<file path="src/hdl/adc_seq_pkg.sv">
// constants for the converter sequencing block
// assumes a 25 MHz system clock and a 32-bit apb register bus
package adc_seq_pkg;
    localparam int CLK_PERIOD_NS = 40;
    localparam int STAB_TIME_NS = 14000;
    localparam int STAB_CYCLES = (STAB_TIME_NS + CLK_PERIOD_NS - 1) / CLK_PERIOD_NS;
    localparam int STAB_W = 9;
    localparam int RES_W = 10;
    localparam int CHAN_N = 8;
    localparam int CHAN_W = 3;
    localparam int CNT_W = 12;
    localparam int SAMPLE_DIV = 6;
    localparam logic [CNT_W-1:0] CONV_BASE_CYCLES = 12'h024;
    // register byte offsets
    localparam logic [7:0] MODE_OFS = 8'h00;
    localparam logic [7:0] CHAN_OFS = 8'h04;
    localparam logic [7:0] RESULT_OFS = 8'h08;
    localparam logic [7:0] STATUS_OFS = 8'h0c;
    localparam logic [7:0] CLEAR_OFS = 8'h10;
    localparam logic [7:0] IRQ_EN_OFS = 8'h14;
    // mode register fields
    localparam int MODE_RUN_BIT = 7;
    localparam int MODE_ENA_BIT = 0;
    localparam int MODE_TSEL_LO = 3;
    localparam int MODE_TSEL_HI = 5;
    localparam logic [7:0] MODE_RESET = 8'h00;
    // status / clear / enable layout
    localparam int ST_DONE_BIT = 0;
    localparam int ST_SUSPECT_BIT = 1;
    localparam int ST_W = 2;
endpackage

</file>
<file path="src/hdl/adc_seq_ctrl.sv">
// converter sequencing control with apb registers and one level interrupt
// assumes analog_in_channels_in come from pins; apb master on clk_in
`timescale 1ns/10ps
//////////////////////////////////////////////////////////////////////////////////////////
// Contract
// (RULE_01) sample the selected input for about one sixth of conversion time
// (RULE_02) channel-select write leaves the conversion-done flag untouched
// (RULE_03) channel change mid-conversion may first complete the old channel's result
// (RULE_04) software clears the done flag before restarting a stopped converter
// (RULE_05) run set under 14 us after enable marks first result suspect
// (RULE_06) run set while enable is 0 marks first result suspect
// (RULE_07) software waits for first done interrupt and discards that result
// (RULE_08) mode or channel write may leave the result register undefined
// (RULE_09) software reads the result before writing mode or channel registers
// (RULE_10) result read colliding with conversion end wins; result written afterwards
// (RULE_11) mode or channel write colliding with conversion end drops result and interrupt
// (RULE_12) mode bit 7 is run, bit 0 is enable; both clear stops converter
// (RULE_13) mode bits 5 to 3 select conversion time
// (RULE_14) each conversion end writes result, sets done flag, raises interrupt
// (RULE_15) while run is set, next conversion starts right after the previous
module adc_seq_ctrl
    import adc_seq_pkg::*;
(
    // clock and reset
    input wire logic clk_in,
    input wire logic sys_rst_in,
    // apb slave
    input wire logic psel_in,
    input wire logic penable_in,
    input wire logic pwrite_in,
    input wire logic [7:0] paddr_in,
    input wire logic [31:0] pwdata_in,
    output logic [31:0] prdata_out,
    output logic pready_out,
    output logic pslverr_out,
    // analog inputs, digitised levels per channel
    input wire logic [CHAN_N*RES_W-1:0] analog_in_channels_in,
    // converter status
    output logic conversion_done_irq_out,
    output logic sampling_out
);
    typedef struct packed {
        logic [CHAN_N*RES_W-1:0] sync1;
        logic [CHAN_N*RES_W-1:0] sync2;
        logic [7:0] mode;
        logic [CHAN_W-1:0] chan;
        logic [RES_W-1:0] result;
        logic [ST_W-1:0] status;
        logic [ST_W-1:0] irq_en;
        logic [STAB_W-1:0] stab;
        logic first_pend;
        logic first_bad;
        logic start;
        logic pend_valid;
        logic [RES_W-1:0] pend_res;
        logic [31:0] rdata;
        logic irq;
    } ctrl_t;
    ctrl_t s_q, s_d;

    logic core_busy;
    logic core_done;
    logic [RES_W-1:0] core_res;
    logic setup;
    logic wr_acc;
    logic wr_mode;
    logic wr_chan;
    logic rd_result;
    logic run_rise;
    logic abort;
    logic [CNT_W-1:0] conv_cycles;

    function automatic logic hit(input logic [7:0] a, input logic [7:0] ofs);
        return a == ofs;
    endfunction

    function automatic logic mapped(input logic [7:0] a);
        return hit(a, MODE_OFS) || hit(a, CHAN_OFS) || hit(a, RESULT_OFS) ||
            hit(a, STATUS_OFS) || hit(a, CLEAR_OFS) || hit(a, IRQ_EN_OFS);
    endfunction

    //////////////////////////////////////////////////////////////////////////////////////
    // bus decode
    assign setup = psel_in && !penable_in;
    assign wr_acc = psel_in && penable_in && pwrite_in;
    assign wr_mode = wr_acc && hit(paddr_in, MODE_OFS);
    assign wr_chan = wr_acc && hit(paddr_in, CHAN_OFS);
    assign rd_result = psel_in && !pwrite_in && hit(paddr_in, RESULT_OFS);
    assign run_rise = wr_mode && pwdata_in[MODE_RUN_BIT] && !s_q.mode[MODE_RUN_BIT];
    assign abort = wr_mode || wr_chan;
    // RULE_13
    assign conv_cycles = CONV_BASE_CYCLES * (CNT_W'(s_q.mode[MODE_TSEL_HI:MODE_TSEL_LO]) + 1'b1);

    //////////////////////////////////////////////////////////////////////////////////////
    // next state
    always_comb begin
        s_d = s_q;
        s_d.sync1 = analog_in_channels_in;
        s_d.sync2 = s_q.sync1;
        s_d.start = 1'b0;
        // stabilisation counter runs while enable is set
        if (!s_q.mode[MODE_ENA_BIT]) begin
            s_d.stab = '0;
        end else if (s_q.stab != STAB_W'(STAB_CYCLES)) begin
            s_d.stab = s_q.stab + 1'b1;
        end
        if (wr_mode) begin
            s_d.mode = pwdata_in[7:0];
        end
        if (wr_chan) begin
            s_d.chan = pwdata_in[CHAN_W-1:0]; // RULE_02
        end
        if (wr_acc && hit(paddr_in, IRQ_EN_OFS)) begin
            s_d.irq_en = pwdata_in[ST_W-1:0];
        end
        if (wr_acc && hit(paddr_in, CLEAR_OFS)) begin
            s_d.status = s_q.status & ~pwdata_in[ST_W-1:0];
        end
        if (run_rise) begin
            s_d.first_pend = 1'b1;
            s_d.first_bad = !s_q.mode[MODE_ENA_BIT] || // RULE_06
                (s_q.stab < STAB_W'(STAB_CYCLES)); // RULE_05
        end
        // RULE_15
        if (s_q.mode[MODE_RUN_BIT] && !abort && !core_busy && !s_q.start && !core_done) begin
            s_d.start = 1'b1;
        end
        // conversion end; a colliding mode or channel write wins
        if (core_done && !abort) begin // RULE_11 RULE_03
            if (rd_result) begin
                s_d.pend_valid = 1'b1; // RULE_10
                s_d.pend_res = core_res;
            end else begin
                s_d.result = core_res; // RULE_14
                s_d.status[ST_DONE_BIT] = 1'b1;
            end
            if (s_q.first_pend) begin
                s_d.first_pend = 1'b0;
                s_d.status[ST_SUSPECT_BIT] = s_q.first_bad || s_d.status[ST_SUSPECT_BIT];
            end
        end
        if (s_q.pend_valid && !rd_result) begin
            s_d.pend_valid = 1'b0;
            if (!abort) begin
                s_d.result = s_q.pend_res; // RULE_10
                s_d.status[ST_DONE_BIT] = 1'b1;
            end
        end
        // read data is captured in the setup phase
        if (setup && !pwrite_in) begin
            unique case (1'b1)
                hit(paddr_in, MODE_OFS): s_d.rdata = {24'h000000, s_q.mode};
                hit(paddr_in, CHAN_OFS): s_d.rdata = {29'h00000000, s_q.chan};
                hit(paddr_in, RESULT_OFS): s_d.rdata = {22'h000000, s_q.result};
                hit(paddr_in, STATUS_OFS): s_d.rdata = {30'h00000000, s_q.status};
                hit(paddr_in, IRQ_EN_OFS): s_d.rdata = {30'h00000000, s_q.irq_en};
                default: s_d.rdata = 32'h00000000;
            endcase
        end
        s_d.irq = |(s_d.status & s_d.irq_en); // RULE_14
    end

    always_ff @(posedge clk_in) begin
        if (sys_rst_in) begin
            s_q <= '0;
            s_q.mode <= MODE_RESET;
        end else begin
            s_q <= s_d;
        end
    end

    //////////////////////////////////////////////////////////////////////////////////////
    // converter core; a mode or channel write aborts it, restarting it only while run is set (RULE_08 leaves result as is)
    sar_core core (
        .clk_in(clk_in),
        .sys_rst_in(sys_rst_in),
        .start_in(s_q.start),
        .abort_in(abort || !s_q.mode[MODE_RUN_BIT]), // RULE_12
        .cycles_in(conv_cycles),
        .sample_in(s_q.sync2[s_q.chan*RES_W +: RES_W]),
        .busy_out(core_busy),
        .sampling_out(sampling_out),
        .done_out(core_done),
        .result_out(core_res)
    );

    assign prdata_out = s_q.rdata;
    assign pready_out = 1'b1;
    assign pslverr_out = psel_in && penable_in && !mapped(paddr_in);
    assign conversion_done_irq_out = s_q.irq;
endmodule

</file>
<file path="src/hdl/sar_core.sv">
// successive-approximation core: one conversion per start pulse
// assumes sample value is already synchronised to clk_in
`timescale 1ns/10ps
module sar_core
    import adc_seq_pkg::*;
(
    // clock and reset
    input wire logic clk_in,
    input wire logic sys_rst_in,
    // control
    input wire logic start_in,
    input wire logic abort_in,
    input wire logic [CNT_W-1:0] cycles_in,
    input wire logic [RES_W-1:0] sample_in,
    // status and result
    output logic busy_out,
    output logic sampling_out,
    output logic done_out,
    output logic [RES_W-1:0] result_out
);
    typedef struct packed {
        logic busy;
        logic done;
        logic [CNT_W-1:0] cnt;
        logic [CNT_W-1:0] samp_end;
        logic [RES_W-1:0] held;
        logic [RES_W-1:0] res;
    } core_t;
    core_t s_q, s_d;

    always_comb begin
        s_d = s_q;
        s_d.done = 1'b0;
        if (abort_in) begin
            s_d.busy = 1'b0;
        end else if (start_in) begin
            s_d.busy = 1'b1;
            s_d.cnt = cycles_in;
            s_d.samp_end = cycles_in - cycles_in / CNT_W'(SAMPLE_DIV);
        end else if (s_q.busy) begin
            s_d.cnt = s_q.cnt - 1'b1;
            if (s_q.cnt > s_q.samp_end) begin
                s_d.held = sample_in; // RULE_01
            end
            if (s_q.cnt == CNT_W'(1)) begin
                s_d.busy = 1'b0;
                s_d.done = 1'b1;
                s_d.res = s_q.held;
            end
        end
    end

    always_ff @(posedge clk_in) begin
        if (sys_rst_in) begin
            s_q <= '0;
        end else begin
            s_q <= s_d;
        end
    end

    assign busy_out = s_q.busy;
    assign sampling_out = s_q.busy && (s_q.cnt > s_q.samp_end); // RULE_01
    assign done_out = s_q.done;
    assign result_out = s_q.res;
endmodule

</file>
<file path="config.mk">
export PLATFORM = sky130hd
export DESIGN_NAME = adc_seq_ctrl
export DESIGN_NICKNAME = d
export VERILOG_FILES = /design/src/hdl/adc_seq_pkg.sv /design/src/hdl/adc_seq_ctrl.sv /design/src/hdl/sar_core.sv
export SDC_FILE = /design/constraint.sdc
export NUM_CORES = 1
export LEC_CHECK = 0
export ABC_CLOCK_PERIOD_IN_PS = 4800
export BUFFER_PORTS_ARGS = -buffer_cell sky130_fd_sc_hd__buf_2
export CAP_MARGIN = 20
export CORE_ASPECT_RATIO = 0.5
export CORE_MARGIN = 2
export CORE_UTILIZATION = 30
export DETAILED_ROUTE_END_ITERATION = 10
export SLEW_MARGIN = 25
export SYNTH_ARGS = -nofsm -noshare
export SYNTH_HDL_FRONTEND = slang
export SYNTH_SLANG_ARGS = --single-unit
</file>
<file path="constraint.sdc">
create_clock -name clk_in -period 4.8 [get_ports clk_in]
set_clock_uncertainty 0.15 [all_clocks]
set_input_delay 0.48 -clock clk_in [delete_from_list [all_inputs] [get_ports clk_in]]
set_output_delay 0.48 -clock clk_in [all_outputs]
set_load 0.03 [all_outputs]
</file>
[Word-level counts from Yosys, hierarchy flattened]
Cells that the tools add are included.
Word-level totals
  register bits: 287
  memories: 0
  logic and storage cells: 115
  input port bits: 125
  RAM bits: 0
  bits in latches: 0
  output and inout port bits: 36
  ROM bits: 0
Cells by class
  multiplexer cells: 19
  add/subtract/negate cells: 4
  div/mod/pow operators: 1
  equality and inequality tests: 7
  order comparisons: 2
  reduce and logical (&&, ||, !) cells: 51
  shifts and indexed selects: 1
  bitwise operators: 7
  multiply operators: 2
Operators with widths (count)
  $shiftx A80 B8 Y10: 1
  $pmux W10 S5: 1
  $mux W10: 3
  $mux W12: 2
  $logic_and A1 B1 Y1: 20
  $eq A8 B4 Y1 const B: 2
  $eq A8 B5 Y1 const B: 2
  $mux W14: 1
  $div A12 B3 Y12 const B: 1
  $eq A12 B1 Y1 const B: 1
  $gt A12 B12 Y1: 1
  $sub A10 B12 Y12: 1
  $sub A12 B1 Y12 const B: 1
  $logic_not A1 Y1: 10
  $add A9 B1 Y9 const B: 1
  $logic_or A1 B1 Y1: 9
  $lt A9 B9 Y1 const B: 1
  $ne A9 B9 Y1 const B: 1
  $eq A8 B3 Y1 const B: 1
  $logic_not A8 Y1: 1
  $mul A4 B4 Y8 const A: 1
  $mux W1: 8
  $mux W2: 4
  $reduce_and A4 Y1: 2
  9 further kinds: 18

[Logic depth before layout (Yosys ltp)]
  depth in word-level cells: 11
  gate-level depth with buffers: 21
  gate-level depth less buffers: 19

[Modules after synthesis]
From an unflattened synthesis, not the netlist that was laid out.
Second synthesis, totals
  cell total of the unflattened synthesis: 1193
  area total of the unflattened synthesis: 11591.1 sq um
By module, submodules not included
  adc_seq_ctrl: area an instance 8025.2 sq um, cells an instance 737, times used 1, sequential area each 4384.2 sq um
  sar_core: area an instance 3565.9 sq um, cells an instance 456, times used 1, sequential area each 920.9 sq um

[Worst setup path after synthesis]
Ideal clock, no wire load.
  path type: reg2reg
  start point: register s_q[76] (netlist name)
  end point: register core.s_q[30] (netlist name)
  library setup time: 65 ps
  setup slack: 464 ps
  stages on the path, launching flop included: 20
  data required time: 4585 ps
  path buffers: 2
  period minus slack after synthesis: 4336 ps
  data arrival time: 4121 ps
  cells stage by stage: dfxtp_1 > clkbuf_1 > inv_1 > ha_1 > buf_4 > inv_1 > o32a_1 > or3_4 > and3_1 > a22o_1 > a211oi_2 > a211oi_2 > o221a_2 > ha_1 > o21ai_0 > a21oi_1 > o31a_1 > nor3_1 > a21oi_1 > nor2_1
Between the ends
  word-level cells in the longest chain between the ends: 4
Ends and longest elaborated chain
  start: declaration: line adc_seq_ctrl.sv:59  | ctrl_t s_q, s_d;
  $add A3 B1 Y4 *: line adc_seq_ctrl.sv:92  | assign conv_cycles = CONV_BASE_CYCLES * (CNT_W'(s_q.mode[MODE_TSEL_HI:MODE_TSEL_LO]) + 1'b1);
  $mul A4 B4 Y8 *: line adc_seq_ctrl.sv:92
  $div A12 B3 Y12: line sar_core.sv:39  | s_d.samp_end = cycles_in - cycles_in / CNT_W'(SAMPLE_DIV);
  $sub A10 B12 Y12 *: line sar_core.sv:39
  end signal: assignment: line sar_core.sv:55  | s_q <= '0;
  end signal: assignment: line sar_core.sv:57  | s_q <= s_d;
  end: declaration: line sar_core.sv:29  | core_t s_q, s_d;
Every way passes the cells marked *; elsewhere a longest branch is shown, timed or not.
A chain may end at the register's enable or synchronous reset.

[Worst setup path in the final report]
  start point: register s_q[77] (netlist name)
  end point: register core.s_q[30] (netlist name)
Same word-level chain as after synthesis.

==> results.sh <==
export IMPL_ioPinCount=161
export IMPL_period_share=0.857
export IMPL_wl_per_cell_microns=14.6
export IMPL_die_w_microns=273
export IMPL_synth_area_leaders="dfxtp_1, nor2b_1, mux4_2"
export IMPL_fmax_mhz=243
export IMPL_n_antenna_cell=0
export IMPL_ys_seq_area_frac=0.488
export IMPL_pre_cts_ws_ps=696
export IMPL_die_height_microns=139
export IMPL_rsz0062_at_grt="no"
export IMPL_cp_start_kind="register"
export IMPL_gp_congestion=0.833
export IMPL_dr_first_iter_drc_count=534
export IMPL_worstPathMaxFanout=8
export IMPL_post_cts_buffers=0
export IMPL_synthArstFlopShare=0
export IMPL_p_clk_frac=0.444
export IMPL_syn_area_per_cell_sq_um=9.66
export IMPL_cp_arrival_ps=4450
export IMPL_cts_buffers=25
export IMPL_maxCapViolCount=0
export IMPL_cts_resized=0
export IMPL_netlist_area_sq_mm=0.0109
export IMPL_clock_latency_ps=550
export IMPL_synth_xor_area_frac=0.0128
export IMPL_tightest_slew_ps=858
export IMPL_dieArea_sq_mm=0.0379
export IMPL_drv_slew=0
export IMPL_drive_gt1_frac=0.177
export IMPL_yosys_area_top_type="dfxtp_1"
export IMPL_synthFlopType="dfxtp_1"
export IMPL_total_power_uw=4470
export IMPL_fp_coreArea_sq_mm=0.0358
export IMPL_crit_type="reg2reg"
export IMPL_leakagePower_uw=0.00513
export IMPL_intPower_uw=3490
export IMPL_synth_common_cells="dfxtp_1, nor2b_1, nor2_1, nand2_1, a21oi_1"
export IMPL_ys_warn_count=0
export IMPL_grt_pass1_vias=7471
export IMPL_numPortBuffers=113
export IMPL_cts_sinks=265
export IMPL_antenna_found_initial=0
export IMPL_regArea_sq_mm=0.00531
export IMPL_cts_tree="done"
export IMPL_relSlewSlack=0.428
export IMPL_cts_root_buf="clkbuf_16"
export IMPL_dp_hpwl_microns=17300
export IMPL_synth_top_family_by_area="simple AND/OR/NAND/NOR gates"
export IMPL_grt_pass1_wl_microns=40200
export IMPL_hold_violations=0
export IMPL_grt_overflow=0
export IMPL_drc_errors=0
export IMPL_syn2layout_area_growth_pct=20.0
export IMPL_ant_nets=0
export IMPL_synth_compound_area_frac=0.103
export IMPL_yosysMostFrequentCell="dfxtp_1"
export IMPL_synth_area_mux_share=0.0867
export IMPL_wirelength_microns=25600
export IMPL_clk_path_buf_depth=3
export IMPL_status="complete, no violations"
export IMPL_first_pass_iters=6
export IMPL_synth_top_area_frac=0.488
export IMPL_period_needed_ps=4110
export IMPL_swShare=0.220
export IMPL_nets=1405
export IMPL_vias_per_cell=4.48
export IMPL_hold_path_class="in2reg"
export IMPL_synth_cells=1126
export IMPL_fillCellCount=3670
export IMPL_ys_types=74
export IMPL_cts_hold_buf=32
export IMPL_pwr_share_seq=0.509
export IMPL_worst_slack_ps=686
export IMPL_clk_pin_slew_ps=70
export IMPL_p_sw_uw=986
export IMPL_synth_edf_count=0
export IMPL_ir_drop_mv=0.193
export IMPL_htree_num_levels=1
export IMPL_fin_util=0.364
export IMPL_synth_fa_ha_area_frac=0.0322
export IMPL_grt_use_total=0.132
export IMPL_endpoint_kind="register"
export IMPL_power_density_mw_per_mm2=343
export IMPL_initial_core_util=0.304
export IMPL_synth_simple_area_share=0.222
export IMPL_setup_viol=0
export IMPL_tns_ps=0
export IMPL_ys_seq_elements=265
export IMPL_p_comb_frac=0.048
export IMPL_grt_max_degree=101
export IMPL_vias=7868
export IMPL_multi_input_area_sq_mm=0.00506
export IMPL_rows=49
export IMPL_crit_required_ps=5130
[cell usage in the layout (no fill, tap or decap), types with 4 or more instances in the layout]
cell type / netlist / routed
dfxtp_1: 265 / 264
nor2b_1: 171 / 171
buf_2: 2 / 112
nor2_1: 92 / 92
nand2_1: 77 / 77
a21oi_1: 63 / 63
mux2i_1: 39 / 39
dlygate4sd3_1: 0 / 37
nand3_1: 30 / 30
a211oi_1: 28 / 28
ha_1: 28 / 28
inv_1: 27 / 27
clkbuf_16: 0 / 25
o21ai_0: 24 / 24
conb_1: 2 / 24
buf_4: 34 / 24
nor3_1: 22 / 22
mux4_2: 22 / 22
nand4_1: 11 / 11
and3_1: 10 / 10
clkbuf_8: 0 / 10
xnor2_1: 7 / 7
nand2b_1: 7 / 7
a21o_1: 7 / 7
xor2_1: 7 / 7
clkbuf_1: 57 / 6
nor3b_1: 5 / 5
mux2_2: 5 / 5
a31oi_1: 5 / 5
o22ai_1: 4 / 4
[worst max-delay path, cell delays in order, from the launching register on]
cell	delay, ps
dfxtp_1	330
inv_1	140
ha_1	460
buf_4	190
nand2b_1	90
o32a_1	180
or3_4	380
and3_1	240
a22o_1	240
a211oi_2	240
a211oi_2	80
o221a_2	310
ha_1	190
o21ai_0	170
a21oi_1	90
o31a_1	240
nor3_1	160
a21oi_1	60
nor2_1	90
[state kept, by name (all words and copies together) (netlist names)]
name / cells
s_d: 80
conversion_done_irq_out: 1
prdata_out: 10
core.result_out: 10
core.busy_out: 1
core.done_out: 1
core.s_q: 34
s_q: 128
[path summary, 6_finish.rpt]
| kind | from | endpoint | slack [ps] | depth (start not counted) |
|---|---|---|---|---|
| min | analog_in_channels_in[13] | s_d[94] | 9 | 2 |
| min reg2reg | s_d[154] | s_q[154] | 280 | 1 |
| max | s_q[77] | core.s_q[30] | 690 | 18 |
| max reg2reg | s_q[77] | core.s_q[30] | 690 | 18 |
[layout make-up]
class,count,area share
Timing Repair Buffer,175,0.0876
Clock inverter,5,0.00355
Multi-Input combinational cell,758,0.388
Clock buffer,41,0.0602
Sequential cell,265,0.407
Inverter,27,0.00777
Tap cell,484,0.0464
[power by group through the flow]
stage	registers (uW)	clock network (uW)	logic, uW
global route	2280	2130	233
CTS	2280	2030	213
finish	2270	1980	213
detailed placement	2330	0	192
floorplan	2320	0	134
global placement	2320	0	192
[logic make-up (layout without fill, tap and decap cells)]
| family | count (synthesis) | after routing |
|---|---|---|
| xor gates and xnor gates | 15 | 15 |
| DFF | 265 | 265 |
| muxes | 66 | 66 |
| adders and majority gates | 28 | 28 |
| buffers and inverters | 125 | 248 |
| and+or+nand+nor | 455 | 455 |
| AOI/OAI and AO/OA | 170 | 170 |
| other | 2 | 24 |
[layer usage]
| layer | track usage | vias to the layer above | routed length, microns |
|---|---|---|---|
| li1 | - | 4029 | - |
| met5 | 0 | - | 0 |
| met2 | 0.227 | 105 | 12600 |
| met3 | 0.0246 | 30 | 786 |
| met1 | 0.171 | 3704 | 11700 |
| met4 | 0.0316 | 0 | 450 |
[through the flow]
stage | cells | area [sq um] | hold WS, ps
2_1_floorplan | 1148 | 11000 | 264
3_3_place_gp | 1672 | 11800 | 266
3_5_place_dp | 1672 | 11800 | 271
4_1_cts | 1750 | 13000 | 1.07
5_1_grt | 1755 | 13000 | 0.633
6_report | 1755 | 13000 | 8.87
(Power assumes the default switching activity.)
